==> src/dppt_pkg.sv <==
package dppt_pkg;
	// Register offsets (byte addresses, one register every 4 bytes)
	localparam logic [7:0] DPPT_ADDR_CTRL = 8'h00;
	localparam logic [7:0] DPPT_ADDR_HIGH = 8'h04;
	localparam logic [7:0] DPPT_ADDR_LOW = 8'h08;
	localparam logic [7:0] DPPT_ADDR_ON = 8'h0C;
	localparam logic [7:0] DPPT_ADDR_CLKPER = 8'h10;
	localparam logic [7:0] DPPT_ADDR_FRZ_SET = 8'h14;
	localparam logic [7:0] DPPT_ADDR_FRZ_CLR = 8'h18;
	localparam logic [7:0] DPPT_ADDR_IRQ_STAT = 8'h1C;
	localparam logic [7:0] DPPT_ADDR_IRQ_MASK = 8'h20;
	// Control register fields
	localparam int DPPT_CTRL_RUN = 0;
	localparam int DPPT_CTRL_SEL = 1;
	localparam int DPPT_CTRL_PRE = 2;
	localparam int DPPT_CTRL_BURST = 3;
	// Peripheral clock register fields
	localparam int DPPT_CLK_GATE = 0;
	localparam int DPPT_CLK_DIV_LSB = 1;
	// Reset values
	localparam logic [15:0] DPPT_RELOAD_RST = 16'h0000;
	localparam logic [3:0] DPPT_CTRL_RST = 4'h0;
	// Timing
	localparam int DPPT_CLK_HZ = 50000000;
	localparam int DPPT_SLOW_HZ = 32768;
	localparam int DPPT_FAST_HZ = 16000000;
	localparam int DPPT_PRESCALE = 10;
	localparam int DPPT_SLOW_DIV = DPPT_CLK_HZ / DPPT_SLOW_HZ;
	localparam int DPPT_FAST_DIV = DPPT_CLK_HZ / DPPT_FAST_HZ;
	localparam logic [10:0] DPPT_SLOW_LAST = 11'(DPPT_SLOW_DIV - 1);
	localparam logic [3:0] DPPT_PRE_LAST = 4'(DPPT_PRESCALE - 1);

	typedef enum logic [1:0]
	{
		DPPT_IDLE = 2'b00,
		DPPT_HIGH = 2'b01,
		DPPT_LOW = 2'b10
	} dppt_state_t;

	typedef struct packed
	{
		logic [7:0] addr;
		logic [15:0] wdata;
		logic wr;
		logic rd;
	} dppt_bus_t;
endpackage

==> src/dppt_timer.sv <==
// Functional notes
// Counters and reloads reset to zero, 16 bits
// Clock selectable 16/8/4/2 MHz or 32 kHz
// Fast clock needs select bit and gate
// Prescale divides on-period counter by ten
// Period is (high+1)+(low+1) timer clocks
// Run loads counters and raises cycle interrupt
// Phase counter alternates high/low shadow at zero
// True output high in high phase, inverse
// Burst mode: half-rate clock during high phase
// On counter waits; cycle end raises interrupt
// Cycle end reloads counters and both shadows
// Shadows update only at cycle end; code also loads them at start
// Interrupt issued on start, status set two clocks later
// Disabled timer held reset except software registers and interrupt status
// On-period address reads live on counter
// Phase addresses read live phase counter
// Freeze set/clear stops and resumes counting
// Cycle event is one system-clock pulse
// Clock selection built as enable strobes
module dppt_timer
(
	// Clock and reset
	input wire logic clock_i,
	input wire logic nrst_i,
	// Register port
	input wire dppt_pkg::dppt_bus_t bus_i,
	output logic [15:0] rdata_o,
	// Outputs
	output logic pwm_out_true_o,
	output logic pwm_out_inverted_o,
	output logic timer_cycle_irq_o
);
	import dppt_pkg::*;

	logic [3:0] ctrl_q;
	logic [2:0] clkper_q;
	logic [15:0] high_reload_q, low_reload_q, on_reload_q;
	logic [15:0] high_shadow_q, low_shadow_q;
	logic [15:0] phase_cnt_q, phase_cnt_d, on_cnt_q, on_cnt_d;
	dppt_state_t state_q, state_d;
	logic freeze_q, irq_stat_q, irq_mask_q, irq_q;
	logic [15:0] rdata_q;
	logic [10:0] slow_cnt_q;
	logic [1:0] fast_cnt_q;
	logic [3:0] fast_sub_q;
	logic [3:0] pre_cnt_q;
	logic burst_q, pwm_q, npwm_q, cycle_pulse_q;

	wire run = ctrl_q[DPPT_CTRL_RUN];
	wire burst_mode = ctrl_q[DPPT_CTRL_BURST];
	wire wr_ctrl = bus_i.wr && bus_i.addr == DPPT_ADDR_CTRL;
	wire wr_high = bus_i.wr && bus_i.addr == DPPT_ADDR_HIGH;
	wire wr_low = bus_i.wr && bus_i.addr == DPPT_ADDR_LOW;
	wire wr_on = bus_i.wr && bus_i.addr == DPPT_ADDR_ON;
	wire wr_clkper = bus_i.wr && bus_i.addr == DPPT_ADDR_CLKPER;
	wire wr_fset = bus_i.wr && bus_i.addr == DPPT_ADDR_FRZ_SET;
	wire wr_fclr = bus_i.wr && bus_i.addr == DPPT_ADDR_FRZ_CLR;
	wire wr_stat = bus_i.wr && bus_i.addr == DPPT_ADDR_IRQ_STAT;
	wire wr_mask = bus_i.wr && bus_i.addr == DPPT_ADDR_IRQ_MASK;

	// Timer clock strobes, one system domain
	wire fast_sel = ctrl_q[DPPT_CTRL_SEL] && clkper_q[DPPT_CLK_GATE];
	wire [1:0] fast_div = clkper_q[DPPT_CLK_DIV_LSB +: 2];
	wire slow_tick = slow_cnt_q == DPPT_SLOW_LAST;
	wire fast_base = fast_cnt_q == 2'(DPPT_FAST_DIV - 1);
	wire [3:0] fast_mask = 4'((4'h1 << fast_div) - 4'h1);
	wire fast_tick = fast_base && ((fast_sub_q & fast_mask) == 4'h0);
	wire tick = fast_sel ? fast_tick : slow_tick;
	wire pre_en = ctrl_q[DPPT_CTRL_PRE];
	wire on_tick = tick && (!pre_en || pre_cnt_q == DPPT_PRE_LAST);
	wire adv = run && !freeze_q && tick;
	wire on_adv = run && !freeze_q && on_tick;

	// Cycle end: both counters zero while low phase counting
	wire starting = run && state_q == DPPT_IDLE;
	wire cycle_end = adv && state_q == DPPT_LOW && phase_cnt_q == 16'h0000
		&& on_cnt_q == 16'h0000;

	always_comb
	begin
		state_d = state_q;
		phase_cnt_d = phase_cnt_q;
		on_cnt_d = on_cnt_q;
		if (!run)
		begin
			state_d = DPPT_IDLE;
			phase_cnt_d = 16'h0000;
			on_cnt_d = 16'h0000;
		end
		else if (starting)
		begin
			state_d = DPPT_HIGH;
			phase_cnt_d = high_reload_q;
			on_cnt_d = on_reload_q;
		end
		else
		begin
			if (cycle_end)
			begin
				state_d = DPPT_HIGH;
				phase_cnt_d = high_reload_q;
			end
			else if (adv)
			begin
				if (phase_cnt_q != 16'h0000)
					phase_cnt_d = phase_cnt_q - 16'h0001;
				else if (state_q == DPPT_HIGH)
				begin
					state_d = DPPT_LOW;
					phase_cnt_d = low_shadow_q;
				end
				else
				begin
					state_d = DPPT_HIGH;
					phase_cnt_d = high_shadow_q;
				end
			end
			if (cycle_end)
				on_cnt_d = on_reload_q;
			else if (on_adv && on_cnt_q != 16'h0000)
				on_cnt_d = on_cnt_q - 16'h0001;
		end
	end

	wire shadow_load = starting || cycle_end;
	wire cycle_evt = starting || cycle_end;
	wire high_phase = state_q == DPPT_HIGH;
	wire pwm_level = high_phase && (!burst_mode || burst_q);
	wire [15:0] rd_mux =
		(bus_i.addr == DPPT_ADDR_CTRL) ? {12'h000, ctrl_q} :
		(bus_i.addr == DPPT_ADDR_HIGH) ? phase_cnt_q :
		(bus_i.addr == DPPT_ADDR_LOW) ? phase_cnt_q :
		(bus_i.addr == DPPT_ADDR_ON) ? on_cnt_q :
		(bus_i.addr == DPPT_ADDR_CLKPER) ? {13'h0000, clkper_q} :
		(bus_i.addr == DPPT_ADDR_FRZ_SET) ? {15'h0000, freeze_q} :
		(bus_i.addr == DPPT_ADDR_IRQ_STAT) ? {15'h0000, irq_stat_q} :
		(bus_i.addr == DPPT_ADDR_IRQ_MASK) ? {15'h0000, irq_mask_q} :
		16'h0000;

	// Software registers, kept while disabled
	always_ff @(posedge clock_i or negedge nrst_i)
	begin
		if (!nrst_i)
		begin
			ctrl_q <= DPPT_CTRL_RST;
			clkper_q <= 3'h0;
			high_reload_q <= DPPT_RELOAD_RST;
			low_reload_q <= DPPT_RELOAD_RST;
			on_reload_q <= DPPT_RELOAD_RST;
			freeze_q <= 1'b0;
			irq_mask_q <= 1'b0;
			rdata_q <= 16'h0000;
		end
		else
		begin
			if (wr_ctrl)
				ctrl_q <= bus_i.wdata[3:0];
			if (wr_clkper)
				clkper_q <= bus_i.wdata[2:0];
			if (wr_high)
				high_reload_q <= bus_i.wdata;
			if (wr_low)
				low_reload_q <= bus_i.wdata;
			if (wr_on)
				on_reload_q <= bus_i.wdata;
			if (wr_fset && bus_i.wdata[0])
				freeze_q <= 1'b1;
			else if (wr_fclr && bus_i.wdata[0])
				freeze_q <= 1'b0;
			if (wr_mask)
				irq_mask_q <= bus_i.wdata[0];
			rdata_q <= bus_i.rd ? rd_mux : 16'h0000;
		end
	end

	// Counting logic, held in reset while not running
	always_ff @(posedge clock_i or negedge nrst_i)
	begin
		if (!nrst_i)
		begin
			state_q <= DPPT_IDLE;
			phase_cnt_q <= DPPT_RELOAD_RST;
			on_cnt_q <= DPPT_RELOAD_RST;
			high_shadow_q <= DPPT_RELOAD_RST;
			low_shadow_q <= DPPT_RELOAD_RST;
		end
		else
		begin
			state_q <= state_d;
			phase_cnt_q <= phase_cnt_d;
			on_cnt_q <= on_cnt_d;
			if (!run)
			begin
				high_shadow_q <= DPPT_RELOAD_RST;
				low_shadow_q <= DPPT_RELOAD_RST;
			end
			else if (shadow_load)
			begin
				high_shadow_q <= high_reload_q;
				low_shadow_q <= low_reload_q;
			end
		end
	end

	// Strobe generators
	always_ff @(posedge clock_i or negedge nrst_i)
	begin
		if (!nrst_i)
		begin
			slow_cnt_q <= 11'h000;
			fast_cnt_q <= 2'h0;
			fast_sub_q <= 4'h0;
			pre_cnt_q <= 4'h0;
			burst_q <= 1'b0;
		end
		else if (!run)
		begin
			slow_cnt_q <= 11'h000;
			fast_cnt_q <= 2'h0;
			fast_sub_q <= 4'h0;
			pre_cnt_q <= 4'h0;
			burst_q <= 1'b0;
		end
		else
		begin
			slow_cnt_q <= slow_tick ? 11'h000 : slow_cnt_q + 11'h001;
			fast_cnt_q <= fast_base ? 2'h0 : fast_cnt_q + 2'h1;
			if (fast_base)
				fast_sub_q <= fast_sub_q + 4'h1;
			if (tick && !freeze_q)
			begin
				burst_q <= !burst_q;
				if (pre_en)
					pre_cnt_q <= (pre_cnt_q == DPPT_PRE_LAST) ? 4'h0 :
						pre_cnt_q + 4'h1;
			end
		end
	end

	// Outputs and interrupt
	always_ff @(posedge clock_i or negedge nrst_i)
	begin
		if (!nrst_i)
		begin
			pwm_q <= 1'b0;
			npwm_q <= 1'b1;
			cycle_pulse_q <= 1'b0;
			irq_stat_q <= 1'b0;
			irq_q <= 1'b0;
		end
		else
		begin
			pwm_q <= run && pwm_level;
			npwm_q <= !(run && pwm_level);
			cycle_pulse_q <= cycle_evt;
			if (cycle_pulse_q)
				irq_stat_q <= 1'b1;
			else if (wr_stat && bus_i.wdata[0])
				irq_stat_q <= 1'b0;
			irq_q <= run && irq_stat_q && irq_mask_q;
		end
	end

	assign rdata_o = rdata_q;
	assign pwm_out_true_o = pwm_q;
	assign pwm_out_inverted_o = npwm_q;
	assign timer_cycle_irq_o = irq_q;

	// Tick counts per phase, for the period checks
	logic [15:0] hi_ticks_q, lo_ticks_q;

	always_ff @(posedge clock_i or negedge nrst_i)
	begin
		if (!nrst_i)
			hi_ticks_q <= 16'h0000;
		else if (state_q != DPPT_HIGH)
			hi_ticks_q <= 16'h0000;
		else if (adv && phase_cnt_q != 16'h0000)
			hi_ticks_q <= hi_ticks_q + 16'h0001;
	end

	always_ff @(posedge clock_i or negedge nrst_i)
	begin
		if (!nrst_i)
			lo_ticks_q <= 16'h0000;
		else if (state_q != DPPT_LOW)
			lo_ticks_q <= 16'h0000;
		else if (adv && phase_cnt_q != 16'h0000)
			lo_ticks_q <= lo_ticks_q + 16'h0001;
	end
endmodule

==> config.mk <==
export PLATFORM = sky130hd
export DESIGN_NAME = dppt_timer
export DESIGN_NICKNAME = d
export VERILOG_FILES = /design/src/dppt_pkg.sv /design/src/dppt_timer.sv
export SDC_FILE = /design/constraint.sdc
export NUM_CORES = 1
export LEC_CHECK = 0
export ABC_AREA = 0
export BUFFER_PORTS_ARGS = -buffer_cell sky130_fd_sc_hd__buf_2
export CAP_MARGIN = 0
export CORE_ASPECT_RATIO = 1.4
export CORE_UTILIZATION = 45
export CTS_CLUSTER_DIAMETER = 30
export DETAILED_ROUTE_END_ITERATION = 16
export PLACE_DENSITY = 0.61
export SYNTH_ARGS = -nofsm -noshare
export SYNTH_HDL_FRONTEND = slang
export SYNTH_SLANG_ARGS = --single-unit
==> constraint.sdc <==
create_clock -name clock_i -period 3 [get_ports clock_i]
set_clock_uncertainty 0.05 [all_clocks]
set_input_delay 0.15 -clock clock_i [delete_from_list [all_inputs] [get_ports clock_i]]
set_output_delay 0.15 -clock clock_i [all_outputs]
set_load 0.01 [all_outputs]
# == Word level (Yosys, flattened, before mapping) ==
# Index checks and enable logic that the tools add are counted.
# totals
register_bits,166
inputBits,28
out_inout_bits,19
word_cells,145
# op_classes
n_addsub,7
n_eq_ne,20
shifts,1
muxes,46
bitwise,1
reduce_logical,47
# op_table
cell,count
16-bit two-way mux,19
"8-bit by 5-bit == test with 1-bit output, second input constant",4
16-bit zero test,2
16-bit nonzero test,2
"16-bit by 1-bit subtractor with 16-bit output, second input constant",2
1-bit logical AND,28
4-bit two-way mux,6
11-bit two-way mux,2
"8-bit by 4-bit == test with 1-bit output, second input constant",2
2-bit two-way mux,8
"11-bit by 1-bit adder with 11-bit output, second input constant",1
"11-bit == test, second input constant",1
1-bit two-way mux,10
"4-bit by 1-bit adder with 4-bit output, second input constant",2
"8-bit by 3-bit == test with 1-bit output, second input constant",1
"8-bit by 6-bit == test with 1-bit output, second input constant",1
8-bit zero test,1
"2-bit by 1-bit inequality test with 1-bit output, second input constant",4
"4-bit by 1-bit inequality test with 1-bit output, second input constant",2
1-bit zero test,5
4-bit AND,1
"2-bit == test, second input constant",2
"4-bit == test, second input constant",1
4-bit zero test,1
other kinds (10),14

# == Longest topological paths before layout ==
# Gate-level depths: netlist (run 1).
# logic_depth
word_depth,13
mapped_depth,11
ltp_nobuf,8

# == Worst setup path before layout (run 1) ==
# No wires, ideal clock.
# synth_path
kind,reg-to-reg
start,register phase_cnt_q[0]
end,register on_cnt_q[4]
setup_time_ns,0.126
arrival_time_ns,2.576
t_required_ns,2.824
path_slack_ns,0.247
path_stages_with_launch,12
path_buffers,3
synth_period_minus_slack_ns,2.753
path_cell_list,dfrtp_1 -> inv_1 -> ha_1 -> or4b_1 -> clkbuf_1 -> nor4_4 -> inv_2 -> o41a_1 -> buf_2 -> buf_2 -> o21ai_0 -> a21oi_1
# synth_via
elab_chain_len,6
elab_cells_between_ends,7
cone_classes,eq/ne: 1; mux: 3; reduce/logical: 3
# synth_lines
element,line_no,source
start: declaration,dppt_timer.sv:40,"logic [15:0] phase_cnt_q, phase_cnt_d, on_cnt_q, on_cnt_d;"
start signal: assignment,dppt_timer.sv:191,phase_cnt_q <= phase_cnt_d;
16-bit zero test *,dppt_timer.sv:77,wire cycle_end = adv && state_q == DPPT_LOW && phase_cnt_q == 16'h0000
1-bit logical AND *,dppt_timer.sv:77,
1-bit logical AND *,dppt_timer.sv:78,&& on_cnt_q == 16'h0000;
16-bit two-way mux,dppt_timer.sv:119,if (cycle_end)
16-bit two-way mux,dppt_timer.sv:91,else if (starting)
16-bit two-way mux,dppt_timer.sv:85,if (!run)
end signal: assignment,dppt_timer.sv:192,on_cnt_q <= on_cnt_d;
end: declaration,dppt_timer.sv:40,
# Every way passes the cells marked *; elsewhere a longest branch is shown, timed or not.
# A chain may end at the register's enable or synchronous reset.

# == Worst setup path in the final report (run 1) ==
# layout_path
start,register phase_cnt_q[0]
end,register phase_cnt_q[0]
# layout_via
elab_chain_len,6
elab_cells_between_ends,11
cone_classes,add/sub: 1; eq/ne: 1; mux: 5; reduce/logical: 4
# layout_lines
element,line_no,source
"16-bit by 1-bit subtractor with 16-bit output, or another cell as far along",dppt_timer.sv:107,phase_cnt_d = phase_cnt_q - 16'h0001;
16-bit two-way mux / 1-bit logical AND (equally long branches),"dppt_timer.sv:106, dppt_timer.sv:77",
16-bit two-way mux / 1-bit logical AND (equally long branches),"dppt_timer.sv:104, dppt_timer.sv:78",
16-bit two-way mux,dppt_timer.sv:99,if (cycle_end)
16-bit two-way mux,dppt_timer.sv:91,
16-bit two-way mux,dppt_timer.sv:85,
# Several ways; a longest one is shown, not always the timed one. The select of a mux whose other input is x is not followed.

==> summary.txt, run 1 <==
Finish
  – Syn-to-layout area delta: 17.1%
  – Antenna cells: 0
  – Total Nets Final: slightly below 900
  – Filler instances: 1573
  – Share of layout cells above drive strength 1: 0.213
  – Design Area, Final: between 9000 and 10000 um2

Pwr
  – Register share of total power: 0.463
  – Sw power: about 1300 uW
  – PwrDens: 544 nW/um2
  – Tot Pwr: ~5000 uW
  – Sw Share: 0.253
  – Worst vdd ir: roughly 340 uV
  – Internal Power: between 3000 and 4000 uW
  – Leak: 0.00422 uW
  – Clock share of power: 0.417
  – Comb power frac: 0.120

Critical path
  – Kind of critical path: flop to flop
  – Reg2reg start: phase_cnt_q[0]
  – FF-to-FF setup slack: approximately 0.24 ns
  – Worst path required time: around 3.3 ns
  – R2r worst-path depth: 8
  – Crit end category: flop
  – Worst setup SP type: flop
  – FF-to-FF End: phase_cnt_q[0]
  – CP Launch Point: phase_cnt_q[0]
  – Worst Path Max Fanout: 11
  – CP Capture Point: phase_cnt_q[0]
  – Critical path arrival: approximately 3 ns

Placement
  – Buffers on Ports: 46
  – Area after DPL: 8560 um2
  – GP Congestion: a little over 0.9
  – HPWL Detailed: 14.2 mm

Floorplanning
  – Initial core utilization: 0.457
  – Die area: around 18000 um2
  – Die width: around 110 um
  – Die Y-Extent: ~160 um
  – I/O pin count: 47
  – Core Region: around 17000 um2
  – Std-Cell Rows: 57

Synthesis
  – Synth unique cells: 66
  – Top_reg_cell synth: dfrtp_1
  – Mean Syn Cell Area: around 10 um2
  – YS warnings: 0
  – Syn nets: about 810
  – Synth top area cells: dfrtp_1, mux2_2, nand2_1
  – Synthesized area: 7930 um2
  – Yosys top cell by area: dfrtp_1
  – Top cell type's share of synthesized area: 0.518
  – EDFF count, synth: 0
  – Gate Count Post-Synth: between 700 and 800
  – Fraction of the yosys area taken by sequential cells: 0.521
  – Ys async rst share: 1.00
  – Synthesized flop and latch total: 165

STA
  – Final hold vios: 0
  – Part of the cycle the worst path needs: 0.922
  – # setup viols final: 0
  – Peak Freq: approximately 0.36 GHz
  – Worst Tran Pin Value: 0.692 ns
  – Tmin final: about 2.8 ns
  – Final Max Tran Viols: 0
  – Total negative slack: 0 ns
  – Max-Slew Margin vs Limit: 0.539
  – RSZ-0062 raised after global routing: no

Routing
  – Drt drc: 0
  – Antenna viol nets, final: 0
  – WL/cell: about 19 um
  – DR iter-0 viols: 421
  – Total wire length: a little over 20 mm
  – Routed vias/inst: ~5.7
  – First-pass detailed-route iteration total: 6
  – Total number of vias: 6211

Clocking
  – CTS root buf: clkbuf_16
  – Clk sinks: 165
  – Clock transition at the registers of the reported paths: about 0.060 ns
  – TritonCTS buffer count: 17
  – CTS Buffer Depth: 2
  – Clk_lat worst skew: ~0.43 ns
  – H-tree depth: 4
  – CTS tree: yes

GRT
  – Vias in the first global route: roughly 6300
  – Total GRT Usage: 0.235
  – GRT Residual Overflow: 0
  – Largest net degree at the start of global routing: 70
  – First-pass GRT wire length: between 30 and 40 mm
  – Initial antenna violation count: 0

Status
  – Outcome: complete, no violations

Flow run
  – Max_cap viols: 0

Min path
  – Worst hold path type: input pin to flop
[state kept, by name, indices dropped and copies added, names as in the netlist, 16 cells and up]
signal / count
high_reload_q: 16
high_shadow_q: 16
low_reload_q: 16
low_shadow_q: 16
on_cnt_q: 16
on_reload_q: 16
phase_cnt_q: 16
rdata_o: 16
[layout by cell type (no fill, tap or decap), types with 3 or more instances in the layout]
master         synthesis  layout
a211o_1                5       5
a211oi_1               6       6
a21oi_1               43      43
a22oi_1               18      18
a311oi_1               8       8
a31oi_1                6       6
and3_1                 9       9
buf_2                  6      45
buf_4                  3      36
clkbuf_1              33       5
clkbuf_16              0      17
dfrtp_1              164     164
dlygate4sd3_1          0      14
ha_1                   7       7
inv_1                 12      12
mux2_2                57      57
mux2i_1               23      23
nand2_1              125     125
nand2b_1               4       4
nand3_1               20      20
nand4_1                3       3
nand4b_1               3       3
nor2_1                73      73
nor2b_1                4       4
nor3_1                15      15
nor3b_1                3       3
nor4_1                 4       4
o2111ai_1              3       3
o21ai_0               12      12
o21ai_1                4       4
o22ai_1                8       8
o31ai_1                6       6
or3_1                  7       7
or4_1                  8       7
xnor2_1               16      16
xor2_1                10      10
[cell usage after synthesis, types with 7 or more instances]
master,n
xor2_1,10
o21ai_0,12
and3_1,9
o22ai_1,8
a21oi_1,43
nor3_1,15
a311oi_1,8
or3_1,7
nand3_1,20
or4_1,8
xnor2_1,16
ha_1,7
mux2_2,57
mux2i_1,23
dfrtp_1,164
inv_1,12
clkbuf_1,33
a22oi_1,18
nand2_1,125
nor2_1,73
[power groups by stage]
stage	clock network [uW]	logic [uW]	registers (uW)
3_5_place_dp	0	577	2380
3_3_place_gp	0	563	2380
5_1_grt	2240	669	2340
6_report	2110	606	2340
4_1_cts	2140	595	2340
2_1_floorplan	0	377	2350
[through the flow]
stage	setup WS [ns]	hold WS (ns)	cells	util
3_5_place_dp	0.143	0.167	1045	0.494
3_3_place_gp	0.236	0.146	1045	0.494
2_1_floorplan	0.247	-0.196	770	-
5_1_grt	0.0731	0.0178	1092	0.536
4_1_cts	0.126	0.00623	1090	0.534
6_report	0.235	0.0200	1092	0.536
[metal layers]
metal | GRT usage | routed length, um
met1 | 0.304 | 8570
met3 | 0.0453 | 993
met5 | 0 | 0
met2 | 0.384 | 10000
met4 | 0.103 | 616
[worst max-delay path: stages, from the launching register on]
cell      delay (ns)
dfrtp_1         0.37
inv_1           0.07
ha_1            0.21
or4b_1          0.52
buf_4           0.19
nor3_1          0.27
nand2_1         0.35
a211o_1         0.38
a311oi_1        0.26
[worst min-delay path by stage]
| stage | endpoint | cells after the start | start |
|---|---|---|---|
| 2_1_floorplan | burst_q | 0 | nrst_i |
| 3_3_place_gp | low_reload_q[12] | 1 | nrst_i |
| 3_5_place_dp | low_reload_q[10] | 1 | nrst_i |
| 4_1_cts | low_reload_q[3] | 2 | bus_i[5] |
| 5_1_grt | clkper_q[1] | 2 | bus_i[3] |
| 6_report | low_reload_q[3] | 2 | bus_i[5] |
[cells by family after synthesis]
group | count (synthesis) | share of synthesized area
buf+inv | 58 | 0.0317
mux | 80 | 0.110
simple gates | 289 | 0.168
flops | 165 | 0.521
xor+xnor | 26 | 0.0287
compound gates | 145 | 0.129
fa+ha+maj | 7 | 0.0111
[layout make-up]
cell class	count	area [um2]	share of cell area
multi-input combinational	547	3550	0.382
clock buffer	23	458	0.0493
clock inverter	8	103	0.0111
timing repair buffer	99	698	0.0752
tap	236	295	0.0318
sequential	165	4130	0.445
inverter	14	52.6	0.00566
[repair_timing]
action / CTS / global route
hold buffers: 14 / 0
setup buffers: 0 / 2
hold endpoints to repair: 105 / 0
gates resized for setup: 0 / 2
endpoints found under the setup margin: 0 / 9
Power figures use the tool's default switching activity.
==> inputs of run 2 (changes only) <==
- BUFFER_PORTS_ARGS: -buffer_cell sky130_fd_sc_hd__buf_2 -> -buffer_cell sky130_fd_sc_hd__clkbuf_2
==> summary.txt, run 2 (synthesis gave the netlist of run 1 again) <==
GRT
  – Largest net degree at the start of global routing: 64
  – Initial antenna violation count: 0
  – First-pass GRT wire length: ~33 mm
  – Total GRT Usage: 0.235
  – GRT Residual Overflow: 0
  – Vias in the first global route: 6334

Finish
  – Total Nets Final: slightly below 900
  – Syn-to-layout area delta: 17.2%
  – Antenna cells: 0
  – Most frequent cells in the layout: dfrtp_1, nand2_1, nor2_1
  – Design Area, Final: a little over 9000 um2
  – Post-layout util: 0.536
  – Register area: between 4000 and 5000 um2
  – Commonest non-fill, non-tap cell in the layout: dfrtp_1
  – Share of layout cells above drive strength 1: 0.214
  – Filler instances: between 1500 and 2000
  – Multi-input logic area: 3540 um2

Critical path
  – Reg2reg start: phase_cnt_q[0]
  – Kind of critical path: flop to flop
  – Worst path required time: about 3.3 ns
  – Crit end category: flop
  – CP delay by family, top: simple AND/OR/NAND/NOR gates
  – FF-to-FF End: phase_cnt_q[14]
  – Worst setup SP type: flop
  – Critical path arrival: between 3 and 4 ns
  – FF-to-FF setup slack: approximately 0.17 ns
  – Slowest CP cell: or4b_1
  – Crit path cell chain: inv_1, ha_1, or4b_1, nor4_4, buf_6, nand4_2, o2bb2ai_4, buf_12, mux2i_1, a211oi_1
  – Worst path bufs/invs: 3
  – R2r worst-path depth: 10
  – Slowest stage delay, CP: 0.52 ns
  – Worst Path Max Fanout: 24

STA
  – Peak Freq: between 0.3 and 0.4 GHz
  – Final hold vios: 0
  – Tmin final: around 2.8 ns
  – Total negative slack: 0 ns
  – Final Max Tran Viols: 0
  – Worst Tran Pin Value: slightly below 0.7 ns
  – # setup viols final: 0
  – RSZ-0062 raised after global routing: no
  – Part of the cycle the worst path needs: 0.942
  – Worst Slack Setup Final: ~0.17 ns
  – Max-Slew Margin vs Limit: 0.542

Min path
  – Worst hold start: bus_i[4]
  – Worst hold path type: input pin to flop
  – Hold Path Stages: 2
  – Hold EP: high_reload_q[2]

Clocking
  – H-tree depth: 4
  – Clk sinks: around 170
  – Clock transition at the registers of the reported paths: approximately 0.060 ns
  – Clk_lat worst skew: 0.42 ns
  – CTS Buffer Depth: 2
  – TritonCTS buffer count: 17
  – Post CTS Setup Buffer Count: 0
  – CTS tree: yes
  – CTS root buf: clkbuf_16

Placement
  – Buffers on Ports: 46
  – GP Congestion: between 0.9 and 1
  – Pre-CTS setup slack: 0.139 ns
  – Area after DPL: between 8000 and 9000 um2
  – HPWL Detailed: around 14 mm

Floorplanning
  – Core Region: 17300 um2
  – Initial core utilization: 0.457
  – Die width: ~110 um
  – Std-Cell Rows: 57
  – Die area: 18200 um2
  – I/O pin count: 47
  – Die Y-Extent: between 150 and 200 um

Routing
  – Routed vias/inst: 5.71
  – Antenna viol nets, final: 0
  – Total number of vias: about 6300
  – DR iter-0 viols: approximately 360
  – Total wire length: ~20 mm
  – WL/cell: approximately 18 um
  – Drt drc: 0
  – First-pass detailed-route iteration total: 6

Pwr
  – Leak: roughly 0.0042 uW
  – PwrDens: ~540 nW/um2
  – Tot Pwr: between 4000 and 5000 uW
  – Worst vdd ir: 325 uV

Status
  – Outcome: complete, no violations

Flow run
  – Max_cap viols: 0
run 2: cell types whose count changed in the layout (fill, tap and decap cells not counted), moves of 2 or more:
cell        before  now
clkbuf_8         1    3
clkinvlp_4       2    4
buf_2           45    0
clkbuf_2         0   45
buf_4           36   38
run 2: through the flow:
stage          cells  hold slack [ns]
6_report        1094           0.0239
5_1_grt         1094           0.0224
4_1_cts         1094           0.0223
3_5_place_dp    1049            0.122
3_3_place_gp    1049            0.120
2_1_floorplan    770           -0.196
run 2: worst max path at each step:
| stage | startpoint | end | cells past startpoint |
|---|---|---|---|
| global route | phase_cnt_q[0] | phase_cnt_q[9] | 10 |
| floorplan | phase_cnt_q[0] | on_cnt_q[4] | 11 |
| detailed placement | phase_cnt_q[0] | phase_cnt_q[12] | 10 |
| finish | phase_cnt_q[0] | phase_cnt_q[14] | 10 |
| CTS | phase_cnt_q[0] | phase_cnt_q[14] | 10 |
| global placement | phase_cnt_q[7] | on_cnt_q[14] | 8 |
run 2: timing repair:
action | CTS | global route
hold buffers | 14 | 0
endpoints found under the setup margin | 0 | 4
endpoints found under the hold margin | 100 | 0
resized for setup | 0 | 1
run 2: layout make-up:
class | count | share of cell area
Inverter | 14 | 0.00566
Tap cell | 236 | 0.0318
Clock buffer | 24 | 0.0519
Sequential cell | 165 | 0.445
Multi-Input combinational cell | 547 | 0.381
Timing Repair Buffer | 101 | 0.0768
Clock inverter | 7 | 0.00795
run 2: power breakdown:
part	switching (uW)	total (uW)	internal (uW)
Combinational	354	593	239
Sequential	55.2	2340	2280
Clock	853	2060	1200
Total	1260	4990	3730
run 2: per-layer routing:
layer  wire, um  part of all wire  up-vias  track usage
li1           -                 -     2892            -
met1       8430              0.42     3136        0.291
met2      10400              0.52      184        0.407
met3        877             0.043       39       0.0365
met4        469             0.023        0       0.0885
met5          0                 0        -            0
==> inputs of run 3 (changes only) <==
- REMOVE_ABC_BUFFERS: unset -> 1
==> summary.txt, run 3 (synthesis gave the netlist of run 1 again) <==
Status
  – Outcome: complete, no violations

GRT
  – Initial antenna violation count: 0
  – Total GRT Usage: 0.239
  – GRT Residual Overflow: 0
  – Largest net degree at the start of global routing: between 80 and 90
  – First-pass GRT wire length: between 30 and 40 mm
  – Vias in the first global route: approximately 6400

Pwr
  – PwrDens: between 500 and 600 nW/um2
  – Leak: between 0.004 and 0.005 uW
  – Worst vdd ir: about 350 uV

Routing
  – Total number of vias: around 6000
  – Drt drc: 0
  – Total wire length: 20.2 mm
  – First-pass detailed-route iteration total: 4
  – WL/cell: about 19 um
  – Routed vias/inst: around 5.6
  – DR iter-0 viols: ~510
  – Antenna viol nets, final: 0

Finish
  – Syn-to-layout area delta: 17.4%
  – Commonest non-fill, non-tap cell in the layout: dfrtp_1
  – Antenna cells: 0
  – Design Area, Final: 9310 um2
  – Register area: around 4100 um2
  – Multi-input logic area: about 3500 um2
  – Total Nets Final: around 880
  – Final cell count without fillers: 1091
  – Post-layout util: 0.537
  – Share of layout cells above drive strength 1: 0.214
  – Filler instances: about 1600
  – Most frequent cells in the layout: dfrtp_1, nand2_1, nor2_1

STA
  – Part of the cycle the worst path needs: 0.950
  – Worst Tran Pin Value: around 0.8 ns
  – Max-Slew Margin vs Limit: 0.466
  – RSZ-0062 raised after global routing: no
  – Peak Freq: around 0.35 GHz
  – Final Max Tran Viols: 0
  – Tmin final: approximately 2.8 ns
  – Final hold vios: 0
  – # setup viols final: 0

Critical path
  – R2r worst-path depth: 7
  – FF-to-FF setup slack: 0.15 ns
  – Kind of critical path: flop to flop
  – Worst Path Max Fanout: 20
  – Reg2reg start: phase_cnt_q[6]
  – Critical path arrival: around 3.1 ns
  – FF-to-FF End: phase_cnt_q[15]
  – Worst path required time: around 3.3 ns
  – Crit end category: flop
  – Worst setup SP type: flop

Placement
  – Buffers on Ports: 46
  – Placed cells: about 1000
  – HPWL Detailed: between 10 and 15 mm
  – GP Congestion: roughly 0.86
  – Area after DPL: about 8600 um2

Clocking
  – Clk sinks: 165
  – Clk_lat worst skew: between 0.4 and 0.5 ns
  – Clock transition at the registers of the reported paths: 0.06 ns
  – TritonCTS buffer count: 17
  – CTS tree: yes
  – CTS Buffer Depth: 2
  – Post-CTS sizing: 0
  – CTS root buf: clkbuf_16
  – Post CTS Setup Buffer Count: 0
  – H-tree depth: 4

Flow run
  – Max_cap viols: 0

Floorplanning
  – Die Y-Extent: 159 um
  – Std-Cell Rows: 57
  – Core Region: ~17000 um2
  – Die width: around 110 um
  – Initial core utilization: 0.457
  – I/O pin count: 47
  – Die area: ~18000 um2

Min path
  – Hold Path Stages: 2
  – Hold EP: on_reload_q[1]
  – Worst hold path type: input pin to flop
  – Worst hold start: bus_i[3]
run 3: stage by stage:
stage	setup TNS, ns	setup WS [ns]	total power (uW)	hold WS, ns
5_1_grt	0	0.000482	5280	0.0209
2_1_floorplan	-19.18	-0.656	2710	-0.196
4_1_cts	0	0.143	5130	0.0121
3_5_place_dp	0	0.185	2960	0.203
6_report	0	0.151	5080	0.0198
3_3_place_gp	0	0.284	2950	0.199
run 3: how the worst max path moves through the flow:
| stage | start | end | cells after the start |
|---|---|---|---|
| floorplan | phase_cnt_q[0] | on_cnt_q[10] | 8 |
| global placement | phase_cnt_q[0] | on_cnt_q[14] | 8 |
| detailed placement | phase_cnt_q[0] | phase_cnt_q[15] | 9 |
| CTS | phase_cnt_q[0] | on_cnt_q[4] | 9 |
| global route | on_cnt_q[0] | on_cnt_q[2] | 9 |
| finish | phase_cnt_q[6] | phase_cnt_q[15] | 7 |
run 3: layer usage:
layer  part of all wire  vias to the layer above  global-route usage
met5                  0                        -                   0
met4              0.034                        0               0.113
met3              0.035                       45              0.0358
met2               0.50                      172               0.403
met1               0.43                     3051               0.298
li1                   -                     2881                   -
run 3: area by class of cell:
class / count / area share
Tap cell: 236 / 0.0317
Timing Repair Buffer: 98 / 0.0754
Clock buffer: 20 / 0.0491
Multi-Input combinational cell: 547 / 0.381
Clock inverter: 11 / 0.0134
Sequential cell: 165 / 0.444
Inverter: 14 / 0.00565
run 3: power breakdown:
part / leakage (uW) / switching, uW / total, uW / internal [uW]
Combinational: 0.00166 / 365 / 607 / 242
Sequential: 0.00228 / 51.4 / 2330 / 2280
Clock: 0.000283 / 874 / 2140 / 1270
Total: 0.00423 / 1290 / 5080 / 3790
run 3: repair_timing:
action                     in CTS  in global routing
hold endpoints to repair      123                  0
setup endpoints to repair       0                  2
hold buffers                   15                  0
run 3: critical path: stages (launching register included):
cell,delay [ns]
dfrtp_1,0.43
or4_1,0.69
nor4_4,0.46
inv_2,0.10
o41a_1,0.47
buf_12,0.22
nor3_1,0.18
o32ai_1,0.12
